File: src/include/rfs_pkg.sv
// shared constants, register map and carrier types of the regulator supervisor
package rfs_pkg;

    // ------------------------------------------------------------
    // clock and timing
    // ------------------------------------------------------------
    localparam int unsigned CLK_HZ         = 200_000_000;
    localparam int unsigned FSW_DEFAULT_HZ = 500_000;
    localparam int unsigned FSW_MIN_HZ     = 200_000;
    localparam int unsigned FSW_MAX_HZ     = 2_200_000;
    localparam int unsigned FOLD_MIN_HZ    = 40_000;
    localparam int unsigned SYNC_OFS_NS    = 220;
    localparam int unsigned CLK_NS         = 5;

    localparam logic [15:0] PER_DEFAULT = 16'(CLK_HZ / FSW_DEFAULT_HZ);
    localparam logic [15:0] PER_MAX     = 16'(CLK_HZ / FSW_MIN_HZ);
    localparam logic [15:0] PER_MIN     = 16'((CLK_HZ + FSW_MAX_HZ - 1) / FSW_MAX_HZ);
    localparam int unsigned FOLD_CYC    = CLK_HZ / FOLD_MIN_HZ;
    localparam logic [15:0] SYNC_OFS_CYC = 16'((SYNC_OFS_NS + CLK_NS - 1) / CLK_NS);

    // ------------------------------------------------------------
    // counted delays in switching periods, and the phase accumulator step
    // ------------------------------------------------------------
    localparam logic [7:0]  PG_DELAY     = 8'h80;
    localparam logic [1:0]  OC2_DELAY    = 2'h2;
    localparam logic [2:0]  HICCUP_MULT  = 3'h5;
    localparam logic [8:0]  PH_FULL_STEP = 9'h100;
    localparam int unsigned PH_FRAC      = 8;

    // ------------------------------------------------------------
    // register map (byte addresses)
    // ------------------------------------------------------------
    localparam logic [7:0] ADDR_CTRL   = 8'h00;
    localparam logic [7:0] ADDR_STATUS = 8'h04;
    localparam logic [7:0] ADDR_PERIOD = 8'h08;
    localparam logic [7:0] ADDR_CAP    = 8'h0c;

    localparam int unsigned CTRL_SKIP  = 0;
    localparam int unsigned CTRL_SLAVE = 1;

    localparam logic [1:0] RESP_OKAY   = 2'h0;
    localparam logic [1:0] RESP_SLVERR = 2'h2;

    // ------------------------------------------------------------
    // types
    // ------------------------------------------------------------
    typedef enum logic [1:0] {
        ST_OFF,
        ST_SOFT,
        ST_RUN,
        ST_HICCUP
    } rfs_state_t;

    // comparator levels from the analog front end, all asynchronous
    typedef struct packed {
        logic boost_above_mode;
        logic boost_above_dis;
        logic aux_above_dis;
        logic fb_over_110;
        logic fb_over_120;
        logic fb_under_90;
        logic fb_below_ref;
        logic peak_limit_primary;
        logic peak_limit_hiccup;
        logic temp_trip;
        logic temp_release;
        logic enable;
        logic bias_por_ok;
        logic bias_above_1v;
        logic pwm_end;
        logic skip_demand;
    } rfs_sense_t;

    typedef struct packed {
        logic high_side_gate;
        logic low_side_gate;
    } rfs_gate_t;

endpackage

File: src/rfs_supervisor.sv
// regulator mode latch, oscillator with clock lock, power-good and fault control
//
// Our own choices: the register addresses and the AXI4-Lite slave port.
`timescale 1ns/10ps
module rfs_supervisor #(
    parameter int unsigned SS_PERIODS = 1024,
    parameter int unsigned FOLD_MAX   = rfs_pkg::FOLD_CYC
) (
    // clock and reset
    input  wire logic                 aclk,
    input  wire logic                 aresetn,
    // axi4-lite write address and data
    input  wire logic [7:0]           s_axi_awaddr,
    input  wire logic                 s_axi_awvalid,
    output logic                      s_axi_awready,
    input  wire logic [31:0]          s_axi_wdata,
    input  wire logic [3:0]           s_axi_wstrb,
    input  wire logic                 s_axi_wvalid,
    output logic                      s_axi_wready,
    // axi4-lite write response
    output logic [1:0]                s_axi_bresp,
    output logic                      s_axi_bvalid,
    input  wire logic                 s_axi_bready,
    // axi4-lite read
    input  wire logic [7:0]           s_axi_araddr,
    input  wire logic                 s_axi_arvalid,
    output logic                      s_axi_arready,
    output logic [31:0]               s_axi_rdata,
    output logic [1:0]                s_axi_rresp,
    output logic                      s_axi_rvalid,
    input  wire logic                 s_axi_rready,
    // analog front end
    input  wire rfs_pkg::rfs_sense_t  sense_in,
    input  wire logic [7:0]           fold_level,
    output logic [7:0]                current_cap_code,
    // power stage
    output rfs_pkg::rfs_gate_t        gate_out,
    // sync pin
    input  wire logic                 sync_pin_i,
    output logic                      sync_pin_o,
    output logic                      sync_pin_oe,
    // power-good open drain
    output logic                      power_ok_flag_o,
    output logic                      power_ok_flag_oe
);
    import rfs_pkg::*;

    // ------------------------------------------------------------
    // input synchronisers
    // ------------------------------------------------------------
    rfs_sense_t sense_meta_reg;
    rfs_sense_t sn;
    logic       sync_meta_reg;
    logic       sync_s_reg;
    logic       sync_d_reg;

    always_ff @(posedge aclk) begin
        if (!aresetn) begin
            sense_meta_reg <= '0;
            sn             <= '0;
            sync_meta_reg  <= 1'b0;
            sync_s_reg     <= 1'b0;
            sync_d_reg     <= 1'b0;
        end else begin
            sense_meta_reg <= sense_in;
            sn             <= sense_meta_reg;
            sync_meta_reg  <= sync_pin_i;
            sync_s_reg     <= sync_meta_reg;
            sync_d_reg     <= sync_s_reg;
        end
    end

    // ------------------------------------------------------------
    // register file
    // ------------------------------------------------------------
    logic [1:0]  ctrl_reg;
    logic [15:0] period_reg;
    logic [7:0]  cap_reg;
    logic        wr_go;
    logic        wr_hit;
    logic [31:0] status_word;

    rfs_state_t  state_reg;
    logic        boost_mode_reg;
    logic        pg_reg;
    logic        ovp_hold_reg;
    logic        ot_hold_reg;
    logic        limiting_reg;
    logic        locked_reg;

    assign wr_go         = s_axi_awvalid && s_axi_wvalid && !s_axi_bvalid;
    assign s_axi_awready = wr_go;
    assign s_axi_wready  = wr_go;
    assign s_axi_arready = !s_axi_rvalid;
    assign wr_hit        = (s_axi_awaddr == ADDR_CTRL) || (s_axi_awaddr == ADDR_PERIOD)
                           || (s_axi_awaddr == ADDR_CAP);
    assign status_word   = {24'h0, locked_reg, limiting_reg, ot_hold_reg, ovp_hold_reg,
                            pg_reg, boost_mode_reg, state_reg};

    always_ff @(posedge aclk) begin
        if (!aresetn) begin
            ctrl_reg   <= 2'h0;
            period_reg <= 16'h0;
            cap_reg    <= 8'h0;
        end else if (wr_go && s_axi_wstrb[0]) begin
            if (s_axi_awaddr == ADDR_CTRL) begin
                ctrl_reg <= s_axi_wdata[1:0];
            end
            if (s_axi_awaddr == ADDR_PERIOD) begin
                period_reg[7:0] <= s_axi_wdata[7:0];
            end
            if (s_axi_awaddr == ADDR_CAP) begin
                cap_reg <= s_axi_wdata[7:0];
            end
        end
        if (aresetn && wr_go && s_axi_wstrb[1] && s_axi_awaddr == ADDR_PERIOD) begin
            period_reg[15:8] <= s_axi_wdata[15:8];
        end
    end

    always_ff @(posedge aclk) begin
        if (!aresetn) begin
            s_axi_bvalid <= 1'b0;
            s_axi_bresp  <= RESP_OKAY;
        end else if (wr_go) begin
            s_axi_bvalid <= 1'b1;
            s_axi_bresp  <= wr_hit ? RESP_OKAY : RESP_SLVERR;
        end else if (s_axi_bready) begin
            s_axi_bvalid <= 1'b0;
        end
    end

    always_ff @(posedge aclk) begin
        if (!aresetn) begin
            s_axi_rvalid <= 1'b0;
            s_axi_rdata  <= 32'h0;
            s_axi_rresp  <= RESP_OKAY;
        end else if (s_axi_arvalid && !s_axi_rvalid) begin
            s_axi_rvalid <= 1'b1;
            s_axi_rresp  <= RESP_OKAY;
            case (s_axi_araddr)
                ADDR_CTRL:   s_axi_rdata <= {30'h0, ctrl_reg};
                ADDR_STATUS: s_axi_rdata <= status_word;
                ADDR_PERIOD: s_axi_rdata <= {16'h0, period_reg};
                ADDR_CAP:    s_axi_rdata <= {24'h0, cap_reg};
                default: begin
                    s_axi_rdata <= 32'h0;
                    s_axi_rresp <= RESP_SLVERR;
                end
            endcase
        end else if (s_axi_rready) begin
            s_axi_rvalid <= 1'b0;
        end
    end

    // analog limit setting; zero keeps the default threshold
    assign current_cap_code = cap_reg;

    // ------------------------------------------------------------
    // oscillator, foldback and clock lock
    // ------------------------------------------------------------
    logic [15:0] per_eff;
    logic [23:0] ph_reg;
    logic [23:0] ph_sum;
    logic [8:0]  ph_step;
    logic [15:0] cyc_reg;
    logic [15:0] lock_dly_reg;
    logic        lock_arm_reg;
    logic [15:0] lock_dly2_reg;
    logic        lock_arm2_reg;
    logic [15:0] lock_load;
    logic        fire_one;
    logic        fire_two;
    logic        use_two;
    logic        per_end;
    logic        lock_fire;
    logic        tick;
    logic        skip_act;
    logic        slave_act;
    logic        sync_rise;

    always_comb begin
        if (period_reg == 16'h0) begin
            per_eff = PER_DEFAULT;
        end else if (period_reg < PER_MIN) begin
            per_eff = PER_MIN;
        end else if (period_reg > PER_MAX) begin
            per_eff = PER_MAX;
        end else begin
            per_eff = period_reg;
        end
    end

    assign skip_act  = ctrl_reg[CTRL_SKIP] && !boost_mode_reg;
    assign slave_act = ctrl_reg[CTRL_SLAVE] && !skip_act;
    assign sync_rise = sync_s_reg && !sync_d_reg;
    // foldback slows the phase accumulator by the sensed output level
    assign ph_step   = limiting_reg ? ((fold_level == 8'h0) ? 9'h1 : {1'b0, fold_level})
                                    : PH_FULL_STEP;
    assign ph_sum    = ph_reg + {15'h0, ph_step};
    assign per_end   = (ph_sum >= {per_eff, 8'h0})
                       || (cyc_reg >= 16'(FOLD_MAX - 1));
    assign fire_one  = lock_arm_reg && (lock_dly_reg == 16'h0);
    assign fire_two  = lock_arm2_reg && (lock_dly2_reg == 16'h0);
    assign lock_fire = fire_one || fire_two;
    // the delay can outlast one external period, so the next edge then queues in slot two
    assign use_two   = lock_arm_reg && !fire_one;
    assign lock_load = {1'b0, per_eff[15:1]} + SYNC_OFS_CYC - 16'h1;
    assign tick      = per_end || lock_fire;

    always_ff @(posedge aclk) begin
        if (!aresetn) begin
            ph_reg  <= 24'h0;
            cyc_reg <= 16'h0;
        end else if (tick) begin
            ph_reg  <= 24'h0;
            cyc_reg <= 16'h0;
        end else begin
            ph_reg  <= ph_sum;
            cyc_reg <= cyc_reg + 16'h1;
        end
    end

    // slave: restart half a period plus a fixed offset after each sync rise
    always_ff @(posedge aclk) begin
        if (!aresetn || !slave_act) begin
            lock_arm_reg <= 1'b0;
            lock_dly_reg <= 16'h0;
        end else if (sync_rise && !use_two) begin
            lock_arm_reg <= 1'b1;
            lock_dly_reg <= lock_load;
        end else if (fire_one) begin
            lock_arm_reg <= 1'b0;
        end else if (lock_dly_reg != 16'h0) begin
            lock_dly_reg <= lock_dly_reg - 16'h1;
        end
    end

    always_ff @(posedge aclk) begin
        if (!aresetn || !slave_act) begin
            lock_arm2_reg <= 1'b0;
            lock_dly2_reg <= 16'h0;
        end else if (sync_rise && use_two) begin
            lock_arm2_reg <= 1'b1;
            lock_dly2_reg <= lock_load;
        end else if (fire_two) begin
            lock_arm2_reg <= 1'b0;
        end else if (lock_dly2_reg != 16'h0) begin
            lock_dly2_reg <= lock_dly2_reg - 16'h1;
        end
    end

    // lock is lost when the free-running count ends a period with no edge pending
    always_ff @(posedge aclk) begin
        if (!aresetn || !slave_act) begin
            locked_reg <= 1'b0;
        end else if (sync_rise) begin
            locked_reg <= 1'b1;
        end else if (per_end && !lock_arm_reg && !lock_arm2_reg) begin
            locked_reg <= 1'b0;
        end
    end

    always_ff @(posedge aclk) begin
        if (!aresetn) begin
            sync_pin_o  <= 1'b0;
            sync_pin_oe <= 1'b0;
        end else begin
            sync_pin_o  <= ph_reg < {1'b0, per_eff, 7'h0};
            sync_pin_oe <= !ctrl_reg[CTRL_SLAVE] && !skip_act;
        end
    end

    // ------------------------------------------------------------
    // start-up sequence and hiccup
    // ------------------------------------------------------------
    logic [19:0] seq_cnt_reg;
    logic [1:0]  oc2_cnt_reg;
    logic        oc2_pend_reg;
    logic        on_ok;

    assign on_ok = sn.enable && sn.bias_por_ok;

    always_ff @(posedge aclk) begin
        if (!aresetn) begin
            state_reg      <= ST_OFF;
            boost_mode_reg <= 1'b0;
            seq_cnt_reg    <= 20'h0;
            oc2_pend_reg   <= 1'b0;
            oc2_cnt_reg    <= 2'h0;
        end else if (!on_ok) begin
            state_reg    <= ST_OFF;
            oc2_pend_reg <= 1'b0;
        end else begin
            if (sn.peak_limit_hiccup && !oc2_pend_reg
                && (state_reg == ST_SOFT || state_reg == ST_RUN)) begin
                oc2_pend_reg <= 1'b1;
                oc2_cnt_reg  <= 2'h0;
            end else if (oc2_pend_reg && tick) begin
                oc2_cnt_reg <= oc2_cnt_reg + 2'h1;
            end
            case (state_reg)
                ST_OFF: begin
                    boost_mode_reg <= sn.boost_above_mode;
                    seq_cnt_reg    <= 20'h0;
                    state_reg      <= ST_SOFT;
                end
                ST_SOFT, ST_RUN: begin
                    if (oc2_pend_reg && tick && oc2_cnt_reg == OC2_DELAY - 2'h1) begin
                        state_reg    <= ST_HICCUP;
                        seq_cnt_reg  <= 20'h0;
                        oc2_pend_reg <= 1'b0;
                    end else if (state_reg == ST_SOFT && tick) begin
                        if (seq_cnt_reg == 20'(SS_PERIODS - 1)) begin
                            state_reg <= ST_RUN;
                        end
                        seq_cnt_reg <= seq_cnt_reg + 20'h1;
                    end
                end
                ST_HICCUP: begin
                    if (tick) begin
                        if (seq_cnt_reg == 20'(HICCUP_MULT * SS_PERIODS - 1)) begin
                            state_reg   <= ST_SOFT;
                            seq_cnt_reg <= 20'h0;
                        end else begin
                            seq_cnt_reg <= seq_cnt_reg + 20'h1;
                        end
                    end
                end
                default: state_reg <= ST_OFF;
            endcase
        end
    end

    // ------------------------------------------------------------
    // overvoltage and thermal holds
    // ------------------------------------------------------------
    always_ff @(posedge aclk) begin
        if (!aresetn) begin
            ovp_hold_reg <= 1'b0;
            ot_hold_reg  <= 1'b0;
        end else begin
            if (sn.fb_over_120 || (sn.fb_over_110 && state_reg == ST_RUN)) begin
                ovp_hold_reg <= 1'b1;
            end else if (sn.fb_below_ref) begin
                ovp_hold_reg <= 1'b0;
            end
            if (sn.temp_trip) begin
                ot_hold_reg <= 1'b1;
            end else if (sn.temp_release) begin
                ot_hold_reg <= 1'b0;
            end
        end
    end

    // ------------------------------------------------------------
    // gate drive
    // ------------------------------------------------------------
    logic gate_ok;
    logic hs_reg;
    logic hs_next;
    logic ls_next;
    logic boost_run;
    logic lim_seen_reg;

    assign gate_ok   = (state_reg == ST_SOFT || state_reg == ST_RUN) && !ovp_hold_reg
                       && !ot_hold_reg;
    assign boost_run = boost_mode_reg && !sn.boost_above_dis && !sn.aux_above_dis;

    always_comb begin
        hs_next = hs_reg;
        if (!gate_ok) begin
            hs_next = 1'b0;
        end else if (tick) begin
            hs_next = !skip_act || sn.skip_demand;
        end else if (sn.pwm_end || sn.peak_limit_primary) begin
            hs_next = 1'b0;
        end
        if (boost_mode_reg) begin
            ls_next = hs_next && boost_run;
        end else begin
            ls_next = !hs_next && gate_ok;
        end
    end

    always_ff @(posedge aclk) begin
        if (!aresetn) begin
            hs_reg   <= 1'b0;
            gate_out <= '0;
        end else begin
            hs_reg                  <= hs_next;
            gate_out.high_side_gate <= hs_next;
            gate_out.low_side_gate  <= ls_next;
        end
    end

    // foldback stays on while any period of the last one hit the limit
    always_ff @(posedge aclk) begin
        if (!aresetn) begin
            lim_seen_reg <= 1'b0;
            limiting_reg <= 1'b0;
        end else if (tick) begin
            limiting_reg <= lim_seen_reg || sn.peak_limit_primary;
            lim_seen_reg <= 1'b0;
        end else if (sn.peak_limit_primary && hs_reg) begin
            lim_seen_reg <= 1'b1;
        end
    end

    // ------------------------------------------------------------
    // power-good
    // ------------------------------------------------------------
    logic [7:0] pg_cnt_reg;
    logic       win_ok;

    assign win_ok = !sn.fb_over_110 && !sn.fb_under_90;

    always_ff @(posedge aclk) begin
        if (!aresetn) begin
            pg_reg     <= 1'b0;
            pg_cnt_reg <= 8'h0;
        end else if (!on_ok || state_reg != ST_RUN || !win_ok) begin
            pg_reg     <= 1'b0;
            pg_cnt_reg <= 8'h0;
        end else if (!pg_reg && tick) begin
            if (pg_cnt_reg == PG_DELAY - 8'h1) begin
                pg_reg <= 1'b1;
            end
            pg_cnt_reg <= pg_cnt_reg + 8'h1;
        end
    end

    // open drain pulls low only while bias is up and the flag is not good
    assign power_ok_flag_o  = 1'b0;
    assign power_ok_flag_oe = sn.bias_above_1v && !(pg_reg && on_ok);

endmodule

File: config.mk
export PLATFORM = sky130hd
export DESIGN_NAME = rfs_supervisor
export DESIGN_NICKNAME = d
export VERILOG_FILES = /design/src/include/rfs_pkg.sv /design/src/rfs_supervisor.sv
export SDC_FILE = /design/constraint.sdc
export NUM_CORES = 1
export LEC_CHECK = 0
export BUFFER_PORTS_ARGS = -buffer_cell sky130_fd_sc_hd__buf_2
export CORE_ASPECT_RATIO = 0.75
export CORE_MARGIN = 2
export CORE_UTILIZATION = 60
export DETAILED_ROUTE_END_ITERATION = 8
export MAX_ROUTING_LAYER = met4
export PLACE_DENSITY = 0.83
export SLEW_MARGIN = 0
export SYNTH_ARGS = -nofsm -noshare
export SYNTH_HDL_FRONTEND = slang
export SYNTH_SLANG_ARGS = --single-unit
File: constraint.sdc
create_clock -name aclk -period 13.9 [get_ports aclk]
set_input_delay 2.085 -clock aclk [delete_from_list [all_inputs] [get_ports aclk]]
set_output_delay 2.085 -clock aclk [all_outputs]
set_load 0.02 [all_outputs]
==> results of run 1 <==
-- worst paths after layout --
path,depth (start not counted),to,slack (ps)
worst max register to register,21,seq_cnt_reg[15],7630
worst min register to register,1,sn[7],440
worst max-delay path,23,seq_cnt_reg[15],6090
worst min-delay path,1,sn[7],440
-- cell usage in the layout (no fill, tap or decap), types with 10 or more instances in the layout --
master and n:
nor4_1 16, and2_1 72, a22oi_1 17, nor2b_1 59, mux2i_1 19, xnor2_1 38
xor2_1 28, nand2_1 87, nor2_1 111, nor3_1 24, o21ai_0 35, inv_1 33
o22ai_1 12, and3_1 12, buf_2 101, conb_1 34, ha_1 51, dfxtp_1 191
a32oi_1 12, clkbuf_16 17, a21o_1 10, nand4_1 18, a211oi_1 10, nand3_1 31
a21oi_1 49, o31ai_1 12
-- final cells by class --
class	count	area share [%]
tap	215	2.36
inverter	33	1.09
clock inverter	15	1.74
timing repair buffer	105	4.69
multi-input combinational	878	50.8
sequential	199	35.6
clock buffer	17	3.73
-- cells by family after synthesis --
kind of cell,Yosys count
AND/OR/NAND/NOR,484
AO/OA/AOI/OAI,215
flip-flops,199
buffers and inverters,95
XOR/XNOR,66
adder cells (fa/ha/maj),52
multiplexers,27
other,2
-- power by group through the flow --
stage	clock network (mW)	logic [mW]	registers, mW
final	0.507	0.0556	0.585
after global placement	0	0.0541	0.598
after global routing	0.538	0.0617	0.586
after floorplan	0	0.0391	0.598
after CTS	0.513	0.0553	0.585
after detailed placement	0	0.0550	0.598
-- stage by stage --
stage	instances	setup slack, ps	area, um^2	utilization (%)
global route	1462	5620	11400	68.0
global placement	1430	5770	10800	64.3
finish	1462	6090	11400	68.0
detailed placement	1430	5730	10800	64.3
floorplan	1172	7250	10300	-
CTS	1462	6160	11400	68.0
-- synth_stat cells, types with 17 or more instances --
| master | number |
|---|---|
| ha_1 | 51 |
| inv_1 | 33 |
| xnor2_1 | 38 |
| o21ai_0 | 35 |
| nor2_1 | 111 |
| mux2i_1 | 19 |
| nor3_1 | 25 |
| and2_1 | 72 |
| nand3_1 | 31 |
| nand4_1 | 18 |
| nand2_1 | 87 |
| dfxtp_1 | 191 |
| a22oi_1 | 17 |
| clkbuf_1 | 28 |
| xor2_1 | 28 |
| buf_4 | 23 |
| a21oi_1 | 49 |
| nor2b_1 | 59 |
-- critical path, cell delays in order --
cell      delay [ps]
buf_2            100
nor4_1           270
a21oi_1          110
nor2_1           140
ha_1             210
inv_1             60
fa_1             390
nor2b_1          160
o31a_1           200
o31a_1           150
o21ai_0          100
a21oi_1          610
o21ai_0          230
xnor2_1          180
ha_1             290
nand4_1          150
or4_1            570
nor4b_2          220
and3_2           250
nand4_4          300
a41o_1           610
nand4b_2         550
o21ai_0          160
-- metal layers --
metal	track usage (%)	wire, um	share of wire [%]	vias up
met2	42.6	10200	45	297
met1	35.0	10500	47	3960
met3	5.82	1500	6.7	27
met5	-	0	0	-
li1	-	-	-	4185
met4	7.10	284	1.3	0
==> impl_metrics.py, run 1 <==
metrics = {
    "run_status": {
        "status": "finished, final reports clean",
    },
    "flow_run": {
        "max_cap_violations": 0,
    },
    "placed_design": {
        "place.gp.congestion": 0.862,
        "port_buffers": 101,
        "hpwlAfterDp_um": 16500,
    },
    "power_and_ir_drop": {
        "p_clk_share_pct": 44.2,
        "powerDensity_nw_per_um2": 100,
        "power_switching_uw": 298,
        "p_int_uw": 849,
        "power_mw": 1.15,
        "seq_power_share_pct": 51.0,
        "switching_share_pct": 26.0,
        "leakage_nw": 4.63,
        "peakVddDrop_mv": 0.0796,
        "combPwrFrac_pct": 4.9,
    },
    "yosys": {
        "synth_xor_area_share_pct": 5.65,
        "synth_top_family_by_area": "simple AND/OR/NAND/NOR gates",
        "synth_compound_area_share_pct": 15.0,
        "synthMuxAreaShare_pct": 2.96,
        "syn_area_um2": 10200,
        "ys_seq_area_share_pct": 39.8,
        "ys_warn_count": 0,
        "synth_fa_ha_area_share_pct": 6.44,
        "synth_area_leaders": "dfxtp_1 37%, ha_1 6.2%, and2_1 4.4%",
        "synth_cell_types": 84,
        "synth_area_per_cell_um2": 8.97,
        "synth_seq_cells": 199,
        "synth_enable_flop_cells": 8,
        "netlist.area_leader.share_pct": 37.4,
        "synth_area_leader_cell": "dfxtp_1",
        "synth_ff_type": "dfxtp_1",
        "ys_async_sr_fraction_pct": 0,
        "synth_simple_gate_area_share_pct": 25.4,
        "synthCells": 1140,
    },
    "clock_tree": {
        "hold_buffers": 0,
        "clock_sinks": 199,
        "cts_tree": "done",
        "clock_path_buffers": 2,
        "cts_resized": 0,
        "clkTransAtPathRegs_ps": 80,
        "post_cts_buffers": 0,
        "htree_levels": 4,
        "clk_latency_ps": 450,
        "numCtsBuffers": 17,
        "cts-root-buf": "clkbuf_16",
    },
    "worst_setup_path": {
        "end_kind": "flop",
        "start_kind": "input pin",
        "startpoint": "fold_level[4]",
        "required_ps": 14210,
        "crit_fanout": 20,
        "rr_startpoint": "limiting_reg",
        "critPathArrivalTime_ps": 8120,
        "critPathKind": "input pin to flop",
    },
    "global_route": {
        "grt_pass1_vias": 7764,
        "grt_first_pass_wirelength_um": 37600,
        "antenna_found_initial": 0,
        "grt-ovfl-total": 0,
        "grt_max_degree": 85,
        "grtUsageTotal_pct": 26.8,
    },
    "sta": {
        "rsz0062_at_grt": "false",
        "hold_viol_final": 0,
        "hold_ws_ps": 436,
        "slew_viol_final": 0,
        "setup_viol": 0,
        "timing.setup.tns_ps": 0,
        "skew_ps": 13.1,
        "fin_crit_ps": 7810,
        "tightest_slew_ps": 902,
        "relSlewSlack_pct": 39.4,
        "min_period_over_period_pct": 56.2,
        "fmax_mhz": 128,
    },
    "drt": {
        "wl_um": 22500,
        "wl_per_cell_um": 15.4,
        "ant_nets": 0,
        "drc": 0,
        "dr.first_iter.drc_count": 744,
        "vias": 8469,
        "avgViaCountPerCell": 5.79,
        "dr.pass1.iters": 5,
    },
    "min_path": {
        "min_from": "sense_meta_reg[7]",
        "hold_path_class": "flop to flop",
    },
    "floorplan": {
        "initial_utilization_pct": 60.9,
        "ioPinCount": 139,
        "die_area_um2": 18100,
        "fp.dieW_um": 155,
        "rows": 41,
        "core_um2": 16800,
        "die_y_um": 117,
    },
    "layout": {
        "nFillCells": 1293,
        "antenna_cells": 0,
        "multi_input_comb_area_um2": 5800,
        "nets": 1370,
        "area_growth_pct": 11.7,
        "largest_reg_flops": 24,
        "layout.area.seq_um2": 4060,
        "drive_gt1_share_pct": 14.1,
    },
}
No activity file was read; power rests on OpenSTA's default activity.
==> run 2: changes to the inputs <==
Settings changed: CORE_UTILIZATION 60 to 52, PLACE_DENSITY 0.83 to 0.76.
Clock period 13.9 ns to 6.4 ns, I/O delays scaled along.
==> impl_metrics.py, run 2 (synthesis gave the netlist of run 1 again) <==
metrics = {
    "placed_design": {
        "port_buffers": 101,
        "place_ws_ps": 184,
        "dpl-instance-area_um2": 10900,
        "hpwlAfterDp_um": 16900,
        "placed_cells": 1477,
        "place.gp.congestion": 0.901,
    },
    "power_and_ir_drop": {
        "power_mw": 2.54,
        "leakage_nw": 4.69,
        "powerDensity_nw_per_um2": 220,
        "peakVddDrop_mv": 0.156,
    },
    "run_status": {
        "status": "finished, final reports clean",
    },
    "layout": {
        "final_cell_mix": "191 x dfxtp_1, 111 x nor2_1, 101 x buf_2, 87 x nand2_1, 72 x and2_1",
        "nets": 1379,
        "largest_reg_flops": 24,
        "layout_commonest_cell": "dfxtp_1",
        "antenna_cells": 0,
        "layout.area.seq_um2": 4060,
        "fin_area_um2": 11600,
        "stdcell_count": 1509,
        "drive_gt1_share_pct": 14.7,
        "multi_input_comb_area_um2": 5800,
        "nFillCells": 1629,
        "area_growth_pct": 13.1,
    },
    "worst_setup_path": {
        "rr_startpoint": "limiting_reg",
        "cp-endpoint": "cyc_reg[3]",
        "r2r_slack_ps": 990,
        "end_kind": "flop",
        "start_kind": "input pin",
        "required_ps": 6730,
        "startpoint": "fold_level[4]",
        "critPathKind": "input pin to flop",
        "crit_fanout": 34,
        "rr_worst_depth": 23,
        "critPathArrivalTime_ps": 6090,
        "r2r-end": "cyc_reg[3]",
    },
    "sta": {
        "fmax_mhz": 174,
        "fin_crit_ps": 5760,
        "fin_ws_ps": 641,
        "rsz0062_at_grt": "false",
        "slew_viol_final": 0,
        "tightest_slew_ps": 906,
        "timing.setup.tns_ps": 0,
        "setup_viol": 0,
        "relSlewSlack_pct": 39.1,
        "hold_viol_final": 0,
        "min_period_over_period_pct": 90.0,
        "skew_ps": 16.1,
    },
    "floorplan": {
        "core_um2": 19300,
        "die_y_um": 125,
        "initial_utilization_pct": 52.9,
        "fp.dieW_um": 166,
        "ioPinCount": 139,
        "rows": 44,
        "die_area_um2": 20800,
    },
    "clock_tree": {
        "htree_levels": 4,
        "clock_sinks": 199,
        "cts-root-buf": "clkbuf_16",
        "cts_resized": 0,
        "post_cts_buffers": 0,
        "clkTransAtPathRegs_ps": 90,
        "numCtsBuffers": 17,
        "cts_tree": "done",
        "clk_latency_ps": 450,
        "clock_path_buffers": 2,
        "hold_buffers": 0,
    },
    "global_route": {
        "grt_max_degree": 64,
        "grtUsageTotal_pct": 22.7,
        "grt_first_pass_wirelength_um": 37800,
        "grt_pass1_vias": 7621,
        "grt-ovfl-total": 0,
        "antenna_found_initial": 1,
    },
    "min_path": {
        "hold_path_class": "flop to flop",
        "min_from": "sense_meta_reg[2]",
    },
    "drt": {
        "vias": 8317,
        "wl_um": 23100,
        "drc": 0,
        "avgViaCountPerCell": 5.51,
        "ant_nets": 0,
        "dr.first_iter.drc_count": 665,
        "wl_per_cell_um": 15.3,
        "dr.pass1.iters": 5,
    },
    "flow_run": {
        "max_cap_violations": 0,
    },
}
[run 2: layout make-up]
cell class              instances  share of cell area [%]
multi-input cells             878                    50.1
flip-flops and latches        199                    35.1
repair buffers                114                    5.32
clock buffers                  17                    3.68
well taps                     253                    2.74
clock inverters                15                    1.93
inverters                      33                    1.07
[run 2: stage by stage]
stage | hold WS (ps) | utilization, %
2_1_floorplan | 412 | -
3_3_place_gp | 414 | 56.5
3_5_place_dp | 418 | 56.5
4_1_cts | 438 | 59.8
5_1_grt | 448 | 59.8
6_report | 437 | 59.8
[run 2: critical path, cell delays in order]
cell and delay (ps):
buf_2 100, nor4_1 290, a21oi_1 110, nor2_1 110, ha_1 220, inv_1 70
fa_1 390, nor2b_1 160, o31a_1 220, o31a_1 160, o21ai_0 110, a21oi_1 160
buf_4 170, o2111ai_1 150, xnor2_1 170, ha_1 290, nand4_1 150, or4_1 580
nor4b_2 220, and3_2 230, nand4_4 160, and2_1 410, nand2_2 190, buf_12 200
nor2_1 70
[run 2: per-layer routing]
| layer | part of all wire [%] | vias up | global-route usage (%) |
|---|---|---|---|
| met3 | 6.1 | 21 | 4.65 |
| met5 | 0 | - | - |
| met4 | 1.1 | 0 | 5.63 |
| li1 | - | 4193 | - |
| met2 | 43 | 253 | 34.0 |
| met1 | 50 | 3850 | 31.6 |
[run 2: worst min-delay path by stage]
stage	to	slack [ps]	cells past startpoint
floorplan	sn[0]	410	1
global placement	sync_s_reg	410	1
detailed placement	sn[2]	420	1
CTS	sn[2]	440	1
global route	sn[2]	450	1
finish	sn[2]	440	1
[run 2: report_power, final]
group	switching (mW)	total, mW	internal (mW)
sequential	0.00789	1.27	1.26
combinational	0.0765	0.124	0.0475
clock	0.595	1.15	0.553
total	0.679	2.54	1.86
==> run 3: changes to the inputs <==
Settings changed: PLACE_DENSITY 0.76 to 0.8.
==> impl_metrics.py, run 3 (synthesis gave the netlist of run 1 again) <==
metrics = {
    "run_status": {
        "status": "finished, final reports clean",
    },
    "worst_setup_path": {
        "r2r_slack_ps": 990,
        "required_ps": 6730,
        "end_kind": "flop",
        "crit_fanout": 12,
        "critPathKind": "input pin to flop",
        "critPathArrivalTime_ps": 6170,
        "start_kind": "input pin",
    },
    "floorplan": {
        "ioPinCount": 139,
        "core_um2": 19300,
        "die_area_um2": 20800,
        "initial_utilization_pct": 52.9,
        "die_y_um": 125,
        "rows": 44,
        "fp.dieW_um": 166,
    },
    "layout": {
        "nets": 1377,
        "final_cell_mix": "191 x dfxtp_1, 111 x nor2_1, 101 x buf_2, 87 x nand2_1, 72 x and2_1",
        "fin_area_um2": 11600,
        "area_growth_pct": 13.3,
        "largest_reg_flops": 24,
        "drive_gt1_share_pct": 14.6,
        "antenna_cells": 0,
        "layout_commonest_cell": "dfxtp_1",
    },
    "clock_tree": {
        "post_cts_buffers": 0,
        "cts-root-buf": "clkbuf_16",
        "clk_latency_ps": 450,
        "numCtsBuffers": 17,
        "cts_resized": 0,
        "htree_levels": 4,
        "cts_tree": "done",
        "clock_sinks": 199,
        "clock_path_buffers": 2,
        "hold_buffers": 0,
        "clkTransAtPathRegs_ps": 90,
    },
    "sta": {
        "hold_viol_final": 0,
        "fin_crit_ps": 5840,
        "timing.setup.tns_ps": 0,
        "rsz0062_at_grt": "false",
        "tightest_slew_ps": 955,
        "skew_ps": 19.6,
        "min_period_over_period_pct": 91.2,
        "relSlewSlack_pct": 35.8,
        "slew_viol_final": 0,
        "setup_viol": 0,
        "fmax_mhz": 171,
        "hold_ws_ps": 434,
    },
    "global_route": {
        "grt_first_pass_wirelength_um": 38800,
        "grt-ovfl-total": 0,
        "grt_pass1_vias": 7930,
        "antenna_found_initial": 0,
        "grt_max_degree": 53,
        "grtUsageTotal_pct": 23.0,
    },
    "drt": {
        "drc": 0,
        "vias": 8538,
        "wl_um": 23300,
        "dr.pass1.iters": 5,
        "ant_nets": 0,
        "avgViaCountPerCell": 5.67,
        "wl_per_cell_um": 15.5,
        "dr.first_iter.drc_count": 771,
    },
    "placed_design": {
        "place.gp.congestion": 0.882,
        "port_buffers": 101,
        "hpwlAfterDp_um": 16700,
        "dpl-instance-area_um2": 10900,
    },
    "power_and_ir_drop": {
        "power_mw": 2.54,
        "peakVddDrop_mv": 0.180,
        "leakage_nw": 4.70,
        "powerDensity_nw_per_um2": 220,
    },
    "flow_run": {
        "max_cap_violations": 0,
    },
    "min_path": {
        "hold_path_class": "flop to flop",
    },
}
==> run 3: cell type report <==
cell class              count  area (um^2)
flip-flops and latches    199         4060
clock buffers              18          450
clock inverters            14          201
inverters                  33          124
fillers                  1630         7740
repair buffers            112          626
well taps                 253          317
multi-input cells         878         5800
==> run 3: path summary, 6_finish.rpt <==
check | startpoint | to | depth (start not counted)
setup / recovery | fold_level[4] | gate_out[0] | 25
hold / removal | sense_meta_reg[15] | sn[15] | 1
setup reg to reg | limiting_reg | gate_out[0] | 23
hold reg to reg | sense_meta_reg[15] | sn[15] | 1
==> run 3: power breakdown <==
part | switching (mW) | internal (mW) | total (mW)
Clock | 0.577 | 0.571 | 1.15
Combinational | 0.0774 | 0.0481 | 0.126
Sequential | 0.00796 | 1.26 | 1.27
Total | 0.662 | 1.88 | 2.54
==> run 3: through the flow <==
step	setup slack (ps)	utilization (%)	std cells
after floorplan	872	-	1172
after global placement	277	56.5	1475
after detailed placement	145	56.5	1475
after CTS	593	59.9	1507
after global routing	307	59.9	1507
final	564	59.9	1507
==> run 3: per-layer routing <==
metal	routed length [um]	track usage [%]
met5	0	-
met1	11000	31.4
met3	1510	3.89
met4	307	6.50
met2	10500	35.2
==> run 3: critical path, stage by stage <==
cell and delay [ps]:
buf_2 110, nor4_1 310, a21oi_1 110, nor2_1 110, ha_1 200, inv_1 60, fa_1 400, nor2b_1 160
o31a_1 230, o31a_1 170, o21ai_0 110, a21oi_1 180, buf_4 180, o2111ai_1 140, xnor2_1 180, ha_1 300
nand4_1 150, or4_1 600, nor4b_2 220, and3_2 230, nand4_4 150, buf_4 240, a211oi_2 250, nor2_1 80
mux2_1 310
